`config.mk`:
```
export PLATFORM = sky130hd
export DESIGN_NAME = ebw_bus
export DESIGN_NICKNAME = d
export VERILOG_FILES = /design/src/ebw_pkg.sv /design/src/ebw_bus.sv /design/src/ebw_sync.sv
export SDC_FILE = /design/constraint.sdc
export NUM_CORES = 1
export LEC_CHECK = 0
export ABC_AREA = 1
export BUFFER_PORTS_ARGS = -buffer_cell sky130_fd_sc_hd__buf_4
export CAP_MARGIN = 10
export CELL_PAD_IN_SITES_DETAIL_PLACEMENT = 1
export CELL_PAD_IN_SITES_GLOBAL_PLACEMENT = 1
export CORE_UTILIZATION = 32
export DETAILED_ROUTE_END_ITERATION = 16
export PLACE_DENSITY = 0.87
export SYNTH_ARGS = -nofsm -noshare
export SYNTH_HDL_FRONTEND = slang
export SYNTH_SLANG_ARGS = --single-unit
```
`constraint.sdc`:
```
create_clock -name clk -period 2.5 [get_ports clk]
set_input_delay 0.75 -clock clk [delete_from_list [all_inputs] [get_ports clk]]
set_output_delay 0.75 -clock clk [all_outputs]
set_load 0.005 [all_outputs]
```
`src/ebw_pkg.sv`:
```
// constants, types and state layout of the external bus wait-state interface
// Notes on behaviour
// - a direction output tells read from write on every external cycle.
// - an active-low strobe frames every external cycle in every space.
// - separate active-low read strobe and write enable carry each cycle's timing.
// - a slow device holds ready low; the access and execution stall until high.
// - data accesses in the global window assert the bus request from their start.
// - reads finish with no wait state when no software wait and ready high.
// - every external write takes at least two machine cycles.
// - waits come in whole cycles; ready alone may extend without limit.
// - a set space wait bit adds one wait state to reads and fetches regardless of ready; writes ignore it.
// - control bits: program 0, data 1, I/O 2, visibility 3; 15..4 read zero.
// - visibility puts the program address on an idle bus, without wait states.
// - reset sets all four control bits to one.
// - the control register sits at the top address of I/O space.
// - same-cycle contenders go write first, then read, then program fetch.
// - space selects for program, data and I/O with 16-bit address and data.
package ebw_pkg;

   localparam logic [15:0] EBW_WSC_ADDR   = 16'hFFFF;
   localparam int          EBW_WSC_W      = 4;
   localparam int          EBW_PSW_BIT    = 0;
   localparam int          EBW_DSW_BIT    = 1;
   localparam int          EBW_ISW_BIT    = 2;
   localparam int          EBW_VIS_BIT    = 3;
   localparam logic [3:0]  EBW_WSC_RESET  = 4'hF;
   localparam logic [11:0] EBW_WSC_RSVD   = 12'h000;
   localparam int          EBW_SYNC_DEPTH = 2;

   typedef enum logic [2:0] {ST_IDLE, ST_WR1, ST_SWW, ST_XFER, ST_REG} ebw_st_e;
   // kind value doubles as the index of the matching acknowledge bit
   typedef enum logic [1:0] {K_WR, K_RD, K_PF} ebw_kind_e;

   typedef struct packed {
      logic        valid;
      logic        io;
      logic [15:0] addr;
      logic [15:0] wdata;
   } ebw_req_s;

   typedef struct packed {
      logic        stb_n;
      logic        rd_n;
      logic        we_n;
      logic        rw;
      logic        psel_n;
      logic        dsel_n;
      logic        isel_n;
      logic        greq_n;
      logic        oe_n;
      logic [15:0] addr;
      logic [15:0] dout;
   } ebw_pins_s;

   typedef struct packed {
      ebw_st_e     st;
      ebw_kind_e   kind;
      logic        io;
      logic        glob;
      logic [3:0]  wsc;
      ebw_pins_s   pins;
      logic [15:0] rdata;
      logic        rdv;
   } ebw_core_s;

endpackage : ebw_pkg

```
`src/ebw_bus.sv`:
```
// external bus sequencer with software wait states and address visibility
`timescale 1ns/1ns
module ebw_bus
   import ebw_pkg::*;
(
   // clocking
   input  wire logic        clk,
   input  wire logic        rstn,
   input  wire logic        ce,
   // cpu side requests, held until acknowledged
   input  wire ebw_req_s    wr_req,
   input  wire ebw_req_s    rd_req,
   input  wire ebw_req_s    pf_req,
   input  wire logic [15:0] pc_addr,
   input  wire logic [7:0]  global_window_size,
   output logic      [2:0]  ack,
   output logic      [15:0] rdata,
   output logic             rdata_valid,
   output logic      [3:0]  wait_state_control,
   // external pins
   output logic      [15:0] addr_out,
   output logic      [15:0] data_out,
   output logic             data_oe_n,
   input  wire logic [15:0] data_in,
   output logic             rw,
   output logic             bus_strobe_n,
   output logic             rd_n,
   output logic             we_n,
   output logic             program_space_select_n,
   output logic             data_space_select_n,
   output logic             io_space_select_n,
   output logic             global_bus_request_n,
   input  wire logic        ready
);

   ebw_core_s   r;
   ebw_core_s   n;
   logic        ready_s;
   logic [15:0] din_s;
   logic        fin;

   // data is synchronised alongside ready so the word captured is the one
   // present when the device raised ready
   ebw_sync #(.W(17)) u_sync (
      .clk  (clk),
      .rstn (rstn),
      .ce   (ce),
      .d    ({ready, data_in}),
      .q    ({ready_s, din_s})
   );

   function automatic logic sw_wait(input ebw_kind_e k, input logic io, input logic [3:0] w);
      logic b;
      b = w[EBW_DSW_BIT];
      if (k == K_PF) begin
         b = w[EBW_PSW_BIT];
      end else if (io) begin
         b = w[EBW_ISW_BIT];
      end
      return b;
   endfunction : sw_wait

   function automatic logic in_global(input logic io, input logic [15:0] a,
                                      input logic [7:0] g);
      return !io && a[15] && (g != 8'h00) && (a[15:8] >= g);
   endfunction : in_global

   always_comb begin
      ebw_kind_e k;
      ebw_req_s  q;
      logic      ext;
      k      = K_PF;
      q      = pf_req;
      ext    = 1'b0;
      n      = r;
      n.rdv  = 1'b0;
      ack    = 3'h0;
      fin    = 1'b0;
      case (r.st)
         ST_IDLE: begin
            fin = 1'b1;
         end
         ST_WR1: begin
            n.st = ST_XFER;
         end
         ST_SWW: begin
            n.st = ST_XFER;
         end
         ST_XFER: begin
            if (ready_s) begin
               fin            = 1'b1;
               ack[r.kind]    = 1'b1;
               if (r.kind != K_WR) begin
                  n.rdata = din_s;
                  n.rdv   = 1'b1;
               end
            end
         end
         ST_REG: begin
            if (ready_s) begin
               fin         = 1'b1;
               ack[r.kind] = 1'b1;
               if (r.kind == K_WR) begin
                  n.wsc = r.pins.dout[EBW_WSC_W-1:0];
               end else begin
                  n.rdata = {EBW_WSC_RSVD, r.wsc};
                  n.rdv   = 1'b1;
               end
            end
         end
         default: begin
            n.st = ST_IDLE;
         end
      endcase
      if (fin) begin
         n.st = ST_IDLE;
         // the request being acknowledged is still held this cycle, so it is
         // masked out to avoid running the same access twice
         q.valid = pf_req.valid && !ack[K_PF];
         // writes win over reads, reads over fetches
         if (wr_req.valid && !ack[K_WR]) begin
            k = K_WR;
            q = wr_req;
         end else if (rd_req.valid && !ack[K_RD]) begin
            k = K_RD;
            q = rd_req;
         end
         if (q.valid) begin
            n.kind      = k;
            n.io        = q.io && (k != K_PF);
            n.glob      = (k != K_PF) && in_global(q.io, q.addr, global_window_size);
            n.pins.addr = q.addr;
            n.pins.dout = q.wdata;
            if (n.io && q.addr == EBW_WSC_ADDR) begin
               n.st = ST_REG;
            end else if (k == K_WR) begin
               n.st = ST_WR1;
            end else if (sw_wait(k, n.io, n.wsc)) begin
               n.st = ST_SWW;
            end else begin
               n.st = ST_XFER;
            end
         end
      end
      ext           = (n.st == ST_WR1) || (n.st == ST_SWW) || (n.st == ST_XFER);
      n.pins.stb_n  = !ext;
      n.pins.rw     = !(ext && n.kind == K_WR);
      n.pins.rd_n   = !(ext && n.kind != K_WR);
      n.pins.we_n   = !(n.st == ST_XFER && n.kind == K_WR);
      n.pins.oe_n   = !(ext && n.kind == K_WR);
      n.pins.psel_n = !(ext && n.kind == K_PF);
      n.pins.dsel_n = !(ext && n.kind != K_PF && !n.io);
      n.pins.isel_n = !(ext && n.io);
      n.pins.greq_n = !(ext && n.glob);
      // visibility only changes the address; strobes above stay high when idle
      if (n.st == ST_IDLE && n.wsc[EBW_VIS_BIT]) begin
         n.pins.addr = pc_addr;
      end
      if (!ce) begin
         ack = 3'h0;
      end
   end

   always_ff @(posedge clk or negedge rstn) begin
      if (!rstn) begin
         r                <= '0;
         r.st             <= ST_IDLE;
         r.kind           <= K_PF;
         r.wsc            <= EBW_WSC_RESET;
         r.pins.stb_n     <= 1'b1;
         r.pins.rd_n      <= 1'b1;
         r.pins.we_n      <= 1'b1;
         r.pins.rw        <= 1'b1;
         r.pins.psel_n    <= 1'b1;
         r.pins.dsel_n    <= 1'b1;
         r.pins.isel_n    <= 1'b1;
         r.pins.greq_n    <= 1'b1;
         r.pins.oe_n      <= 1'b1;
      end else if (ce) begin
         r <= n;
      end
   end

   assign rdata                  = r.rdata;
   assign rdata_valid            = r.rdv;
   assign wait_state_control     = r.wsc;
   assign addr_out               = r.pins.addr;
   assign data_out               = r.pins.dout;
   assign data_oe_n              = r.pins.oe_n;
   assign rw                     = r.pins.rw;
   assign bus_strobe_n           = r.pins.stb_n;
   assign rd_n                   = r.pins.rd_n;
   assign we_n                   = r.pins.we_n;
   assign program_space_select_n = r.pins.psel_n;
   assign data_space_select_n    = r.pins.dsel_n;
   assign io_space_select_n      = r.pins.isel_n;
   assign global_bus_request_n   = r.pins.greq_n;
endmodule : ebw_bus

```
`src/ebw_sync.sv`:
```
// two-stage synchroniser for the asynchronous bus inputs
`timescale 1ns/1ns
module ebw_sync
   import ebw_pkg::*;
#(
   parameter int W = 1
) (
   // clocking
   input  wire logic         clk,
   input  wire logic         rstn,
   input  wire logic         ce,
   // data
   input  wire logic [W-1:0] d,
   output logic      [W-1:0] q
);

   typedef struct packed {
      logic [W-1:0] s1;
      logic [W-1:0] s2;
   } ebw_sync_s;

   ebw_sync_s r;
   ebw_sync_s n;

   always_comb begin
      n    = r;
      n.s1 = d;
      n.s2 = r.s1;
   end

   always_ff @(posedge clk or negedge rstn) begin
      if (!rstn) begin
         r <= '0;
      end else if (ce) begin
         r <= n;
      end
   end

   assign q = r.s2;

endmodule : ebw_sync

```
==> key figures, run 1 <==
Final layout
  • Area delta synth->final: 55.9%
  • Commonest non-fill, non-tap cell in the layout: buf_4
  • Core Util, Final: about half
  • Diodes inserted: 0
  • Commonest cells after routing, fill and taps aside: 285 x buf_4, 215 x nand2_1, 89 x dfrtp_1, 54 x inv_1, 35 x o21ai_0
  • Sequential Area: around 2600 sq um
  • Fill count: between 2,000 and 2,500
  • Final #Nets: roughly 1,200
  • Share of cells above drive strength 1: 48.6%
  • Multi-input gate area: between 3000 and 4000 sq um

Routing
  • Drt initial violations: roughly 320
  • Final WL: 25.0 mm
  • Routed Antenna Nets: 0
  • Detailed-route DRC error count: 0
  • DR vias/cell: about 5.2
  • DR WL/cell: ~20 um
  • Drt pass-1 iters: 4
  • Via count of the routed design: 6,467

Placed design
  • GPL Wtd Cong: 0.830
  • IO buf count: approximately 210
  • HPWL Detailed: 14.6 mm

Synth
  • Synth Area in XOR/XNOR: 0%
  • Mapped Nets: just over 900
  • Syn Inst Count: around 780
  • Largest family of logic cells by synthesized area: simple AND/OR/NAND/NOR gates
  • Synth Cell Area: between 5000 and 6000 sq um
  • Post-synth ARST share: 100%
  • Compound-cell area share of the yosys netlist: about a tenth
  • Post-synth EDFFs: 0
  • Simple-gate share of the synthesized area: a little under a third
  • Area share of fa/ha/maj cells after synthesis: under 10%
  • Post-synthesis mux area share: 0%
  • Netlist cell types: 35
  • Synth warn: 0
  • Flops & latches, synth: between 100 and 150
  • Seq/Total Area, Yosys: 43.6%
  • Main synth FF type: dfrtp_1
  • Avg Inst Size Synth: approximately 7.6 sq um

Global routing
  • First-pass GRT wire length: approximately 34 mm
  • Initial antenna violation count: 0
  • Largest net degree at the start of global routing: 65
  • Vias in the first global route: 6,590
  • Tot GR Track Use: approximately a quarter
  • GRT overflow: 0

CTS
  • Maximum clock insertion buffer count: 2
  • CTS tree: yes
  • Clk slew on worst S/H paths: roughly 0.08 ns
  • CTS buffer count: 9
  • Root Driver: clkbuf_16
  • Worst skew pair latency: between 0.3 and 0.4 ns
  • H-tree depth: 3
  • Clock sink count: ~100
  • Hold-fix buffers, CTS: 0

Die
  • Die span in x: roughly 140 um
  • Die H: about 140 um
  • I/O pin count: roughly 210
  • Initial Utilization: 32.7%
  • Core Region: between 15,000 and 20,000 sq um
  • Die area: roughly 19,000 sq um
  • Rows: 49

Timing
  • Period minus WS final: 2.95 ns
  • Pins over their slew limit: 0
  • Final worst slack: -0.452 ns
  • Period utilization: 118%
  • Hold Violations, Final: 0
  • RSZ-0062 raised after global routing: true
  • Final-report setup violation count: 46
  • Worst slew margin: between 50% and 60%
  • Pin slew with the least headroom to its limit: 0.640 ns
  • Post-route clock skew: roughly 0.011 ns
  • Max Freq: between 300 and 400 MHz

Run
  • Maxcap violations: 0

Power
  • Clock power frac: between 20 and 25%
  • Combinational Power Share: ~43%
  • VDD IR max: ~0.47 mV
  • Sequential share of power: 36.4%
  • Overall power: 6.84 mW
  • Internal power: between 4 and 5 mW
  • Leak Pwr: 4.60 nW
  • P_sw: 2.48 mW
  • Switching Fraction: ~36%
  • Pwr/cell area: roughly 740 nW/um^2

Worst setup path
  • Critical Path RT: around 2.7 ns
  • Worst setup EP type: flip-flop
  • Crit path arrival time: ~3.2 ns
  • WS Path Type: flip-flop to flip-flop
  • CP Max Fanout: 8
  • Type of element launching the critical path: flip-flop

Run status
  • Failing checks: setup timing
  • Status: finished, violations left

Min path
  • Hold Crit Class: primary input to asynchronous set/reset pin
-- critical path, cell delays in order, from the launching register on --
cell and delay, ns:
dfrtp_1 0.43, nor2_2 0.17, nand2_2 0.10, nand2_4 0.10, buf_6 0.12, a21oi_4 0.08
buf_6 0.15, nand3b_1 0.10, nand3_2 0.11, nor2_1 0.17, nand2_2 0.11, nor2_4 0.11
nand4_1 0.16, buf_4 0.19, nand2_4 0.07, nor2_4 0.04, buf_12 0.17, clkbuf_16 0.17
nand3_2 0.08, nand2_1 0.06, nand2_1 0.07, nand2_1 0.05
-- power groups by stage --
stage | sequential [mW] | combinational [mW] | clock [mW]
global route | 2.55 | 3.20 | 1.49
detailed placement | 2.50 | 2.34 | 0
global placement | 2.47 | 2.25 | 0
CTS | 2.48 | 2.55 | 1.41
floorplan | 2.39 | 1.49 | 0
finish | 2.49 | 2.96 | 1.40
-- final cells by class --
class / instances / share of cell area, %
Timing Repair Buffer: 315 / 28.7
Clock buffer: 10 / 2.49
Tap cell: 229 / 3.12
Clock inverter: 6 / 0.572
Multi-Input combinational cell: 524 / 34.4
Inverter: 65 / 2.75
Sequential cell: 102 / 28.0
-- logic make-up after synthesis --
logic type | after synthesis
DFF | 102
buffers and inverters | 152
adders and majority gates | 8
AOI/OAI and AO/OA | 96
and+or+nand+nor | 417
-- cells in the mapped netlist (all sizes together), types with 3 or more instances --
cell	number	area share, %
dfrtp	89	38
nand3b	18	2.3
buf	70	8.6
clkbuf	17	1.1
nor3	3	0.25
nand3	52	4.6
nor2	65	4.7
clkinv	3	0.19
a41oi	16	2.4
dfstp	13	5.8
o21ai	44	3.7
inv	62	3.9
o22ai	3	0.32
ha	8	1.7
nand2	260	17
a21oi	19	1.7
or2	15	1.6
nand4	3	0.32
o31ai	11	1.4
-- flip-flops by register name, indices dropped and copies added (netlist names), 4 cells and up --
register            count
u_sync.n               17
u_sync.q               17
addr_out               16
data_out               16
rdata                  16
r                       7
wait_state_control      4
-- stage by stage --
stage	TNS [ns]	worst slack [ns]	hold WS (ns)	instance area (sq um)	cells
CTS	-4.13	-0.241	0.368	8570	1230
global placement	-6.99	-0.305	0.454	7780	1198
floorplan	0	0.0459	0.442	5890	775
global route	-16.87	-0.571	0.377	9190	1251
finish	-10.33	-0.452	0.366	9190	1251
detailed placement	-10.08	-0.399	0.468	7780	1198
-- timing repair --
action                     CTS  global route
resized for setup           89            96
pin swaps                   38            65
gates cloned                 4             7
setup buffers               12            14
setup endpoints to repair   44            59
-- layer usage --
metal | GRT usage (%) | wire, um | part of all wire (%)
met5 | 0 | 0 | 0
met4 | 12.6 | 1140 | 4.5
met3 | 5.00 | 1220 | 4.9
met2 | 39.7 | 12800 | 51
met1 | 27.7 | 9850 | 39
-- final timing paths --
kind	start	to	slack, ns	depth (start not counted)
max in group asynchronous	rstn	wait_state_control[0]$_DFFE_PN1P_	1.75	2
worst min-delay path	rstn	addr_out[0]$_DFFE_PN0P_	0.37	2
worst min register to register	u_sync.n[8]$_DFFE_PN0P_	u_sync.n[8]$_DFFE_PN0P_	0.48	2
worst max-delay path	r[66]$_DFFE_PN0P_	addr_out[4]$_DFFE_PN0P_	-0.45	21
worst max register to register	r[66]$_DFFE_PN0P_	addr_out[4]$_DFFE_PN0P_	-0.45	21
min in group clk	u_sync.n[8]$_DFFE_PN0P_	u_sync.n[8]$_DFFE_PN0P_	0.48	2
Power figures use the tool's default switching activity.
==> run 2: changes to the inputs <==
--- a/config.mk
+++ b/config.mk
@@ -9,10 +9,10 @@
 export BUFFER_PORTS_ARGS = -buffer_cell sky130_fd_sc_hd__buf_4
 export CAP_MARGIN = 10
 export CELL_PAD_IN_SITES_DETAIL_PLACEMENT = 1
-export CELL_PAD_IN_SITES_GLOBAL_PLACEMENT = 1
-export CORE_UTILIZATION = 32
+export CELL_PAD_IN_SITES_GLOBAL_PLACEMENT = 2
+export CORE_UTILIZATION = 25
 export DETAILED_ROUTE_END_ITERATION = 16
-export PLACE_DENSITY = 0.87
+export PLACE_DENSITY = 0.88
 export SYNTH_ARGS = -nofsm -noshare
 export SYNTH_HDL_FRONTEND = slang
 export SYNTH_SLANG_ARGS = --single-unit
==> run 2 against run 1 <==
The run still ends with setup timing left; clock power increased by 9%; worst hold slack lost 0.032 ns; total power rose by 1.8%; clock skew increased by 0.00062 ns; first-iteration DRC count is 26% lower; routed wire length shrank 9.5%; utilization decreased by 9.1 points.
==> key figures, run 2 (same netlist as run 1, synthesis figures left out) <==
Run status
  • Failing checks: setup timing
  • Status: finished, violations left

Die
  • Rows: 55 (+12%)
  • Initial Utilization: 25.8% (-6.9 points)
  • Die span in x: 156 um (+13%)
  • Die area: 24,200 sq um (+28%)
  • Die H: 156 um (+13%)
  • Core Region: 22,800 sq um (+27%)
  • I/O pin count: 211 (unchanged)

Power
  • Clock power frac: 21.8% (+1.4 points)
  • Pwr/cell area: 729 nW/um^2 (-2.1%)
  • Internal power: 4.55 mW (+4.5%)
  • Switching Fraction: 34.7% (-1.6 points)
  • Sequential share of power: 35.6% (-0.8 points)
  • P_sw: 2.41 mW (-2.8%)
  • VDD IR max: 0.292 mV (-38%)
  • Leak Pwr: 4.75 nW (+3.4%)
  • Combinational Power Share: 42.5% (-0.7 points)

CTS
  • CTS buffer count: 9 (unchanged)
  • Clk slew on worst S/H paths: 0.08 ns (about the same)
  • Root Driver: clkbuf_16
  • H-tree depth: 3 (unchanged)
  • Maximum clock insertion buffer count: 2 (unchanged)
  • Clock sink count: 102 (unchanged)
  • Hold-fix buffers, CTS: 0 (unchanged)
  • Worst skew pair latency: 0.36 ns (about the same)
  • CTS tree: yes

Final layout
  • Commonest non-fill, non-tap cell in the layout: buf_4
  • Share of cells above drive strength 1: 47.6% (-1.1 points)
  • Multi-input gate area: 3100 sq um (-2.0%)
  • Diodes inserted: 0 (unchanged)
  • Core Util, Final: 41.8% (-9.1 points)
  • Fill count: 2,747 (+27%)
  • Commonest cells after routing, fill and taps aside: 288 x buf_4, 237 x nand2_1, 89 x dfrtp_1, 53 x inv_1
  • Area delta synth->final: 62.2%
  • Sequential Area: 2570 sq um (unchanged)
  • Final #Nets: 1,194 (+2.0%)

Placed design
  • IO buf count: 209 (unchanged)
  • GPL Wtd Cong: 0.835 (+0.70%)
  • HPWL Detailed: 14.8 mm (+1.9%)

Timing
  • Hold Violations, Final: 0 (unchanged)
  • Pin slew with the least headroom to its limit: 0.595 ns (-0.0445 ns)
  • Period utilization: 115% (-3.5 points)
  • Worst slew margin: 59.9% (+3.0 points)
  • Hold WS: 0.334 ns (-0.0322 ns)
  • Period minus WS final: 2.87 ns (-0.0865 ns)
  • Pins over their slew limit: 0 (unchanged)
  • RSZ-0062 raised after global routing: true
  • TNS Setup: -8.20 ns (+2.13 ns)
  • Post-route clock skew: 0.0119 ns (+0.000618 ns)
  • Final-report setup violation count: 29 (-37%)
  • Final worst slack: -0.365 ns (+0.0865 ns)
  • Max Freq: 349 MHz (+3.0%)

Worst setup path
  • Critical Path RT: 2.75 ns (about the same)
  • CP Max Fanout: 8 (unchanged)
  • CP Buf/Inv Count: 5 (unchanged)
  • Slowest stage cell, crit path: dfrtp_1
  • Critical Path, Cell by Cell: nor2_2, nand2_2, nand2_4, buf_6, a21oi_4, buf_12, buf_16, nand3b_1, nand3_2, nor2_2, nand2_1, nor2_2, nand4_1, buf_4, nand2_4, nor2_4, buf_6, nand3_1, nand2_1, nand2_1, nand2_1
  • Family with the most delay on the worst path: simple AND/OR/NAND/NOR gates
  • Type of element launching the critical path: flip-flop
  • WS Path Type: flip-flop to flip-flop
  • Crit path arrival time: 3.12 ns (-0.08 ns)
  • Worst path most repeated cell: nand2_1
  • Max stage delay on crit path: 0.42 ns (about the same)
  • Worst setup EP type: flip-flop

Routing
  • Drt initial violations: 236 (-26%)
  • Final WL: 22.7 mm (-9.5%)
  • Via count of the routed design: 6,132 (-5.2%)
  • DR vias/cell: 4.52 (-13%)
  • Drt pass-1 iters: 4 (unchanged)
  • Detailed-route DRC error count: 0 (unchanged)
  • Routed Antenna Nets: 0 (unchanged)
  • DR WL/cell: 16.7 um (-17%)

Min path
  • Hold Crit Class: primary input to asynchronous set/reset pin

Global routing
  • First-pass GRT wire length: 34.2 mm (+1.1%)
  • GRT overflow: 0 (unchanged)
  • Tot GR Track Use: 18.1% (-5.4 points)
  • Vias in the first global route: 6,607 (+0.26%)
  • Initial antenna violation count: 0 (unchanged)
  • Largest net degree at the start of global routing: 53 (-18%)

Run
  • Maxcap violations: 0 (unchanged)
==> run 2: cell types whose count changed in the layout (fill, tap and decap cells not counted), sizes merged <==
cell      previous run  this run
buf                311       337
clkbuf              14        12
bufinv               0         1
clkinvlp             2         3
inv                 65        64
nand2              262       261
nand3               53        52
==> run 2: what timing repair did <==
action                                  in CTS  in global routing
endpoints found under the setup margin      40                 64
cloned                                       6                  5
gates resized for setup                    132                 63
buffers inserted                            35                 10
pin swaps                                   33                 19
==> run 2: worst paths after layout <==
kind,from,to,slack [ns],depth (start not counted)
worst min register to register,u_sync.n[13]$_DFFE_PN0P_,u_sync.n[13]$_DFFE_PN0P_,0.47,2
worst max register to register,r[66]$_DFFE_PN0P_,addr_out[5]$_DFFE_PN0P_,-0.37,21
min in group clk,u_sync.n[13]$_DFFE_PN0P_,u_sync.n[13]$_DFFE_PN0P_,0.47,2
max in group asynchronous,rstn,program_space_select_n$_DFFE_PN1P_,1.38,2
worst max-delay path,r[66]$_DFFE_PN0P_,addr_out[5]$_DFFE_PN0P_,-0.37,21
worst min-delay path,rstn,rdata[8]$_DFFE_PN0P_,0.33,1
==> run 2: power by group through the flow <==
stage / clock network (mW) / logic (mW) / registers (mW)
final: 1.52 / 2.96 / 2.48
after global routing: 1.63 / 3.24 / 2.55
after CTS: 1.57 / 2.72 / 2.47
after detailed placement: 0 / 2.35 / 2.50
after global placement: 0 / 2.29 / 2.48
after floorplan: 0 / 1.49 / 2.39
==> run 2: through the flow <==
| step | total power, mW | setup WS (ns) | cells | instance area (sq um) |
|---|---|---|---|---|
| after global placement | 4.77 | -0.316 | 1290 | 7950 |
| after global routing | 7.41 | -0.521 | 1358 | 9560 |
| final | 6.97 | -0.365 | 1358 | 9560 |
| after floorplan | 3.88 | 0.0459 | 775 | 5890 |
| after detailed placement | 4.85 | -0.366 | 1290 | 7950 |
| after CTS | 6.76 | -0.213 | 1346 | 9170 |
==> run 2: cell type report <==
type	instances	area share, %
multi-input combinational	522	32.4
inverter	65	2.75
sequential	102	26.9
clock inverter	7	0.969
tap	313	4.10
clock buffer	9	2.36
timing repair buffer	340	30.5
==> run 2: metal layers <==
metal / routed length (um) / up-vias / global-route usage (%) / share of wire (%)
li1: - / 2967 / - / -
met1: 9860 / 2984 / 22.2 / 43
met2: 11400 / 152 / 32.3 / 51
met3: 886 / 29 / 2.89 / 3.9
met4: 473 / 0 / 5.37 / 2.1
met5: 0 / - / 0 / 0
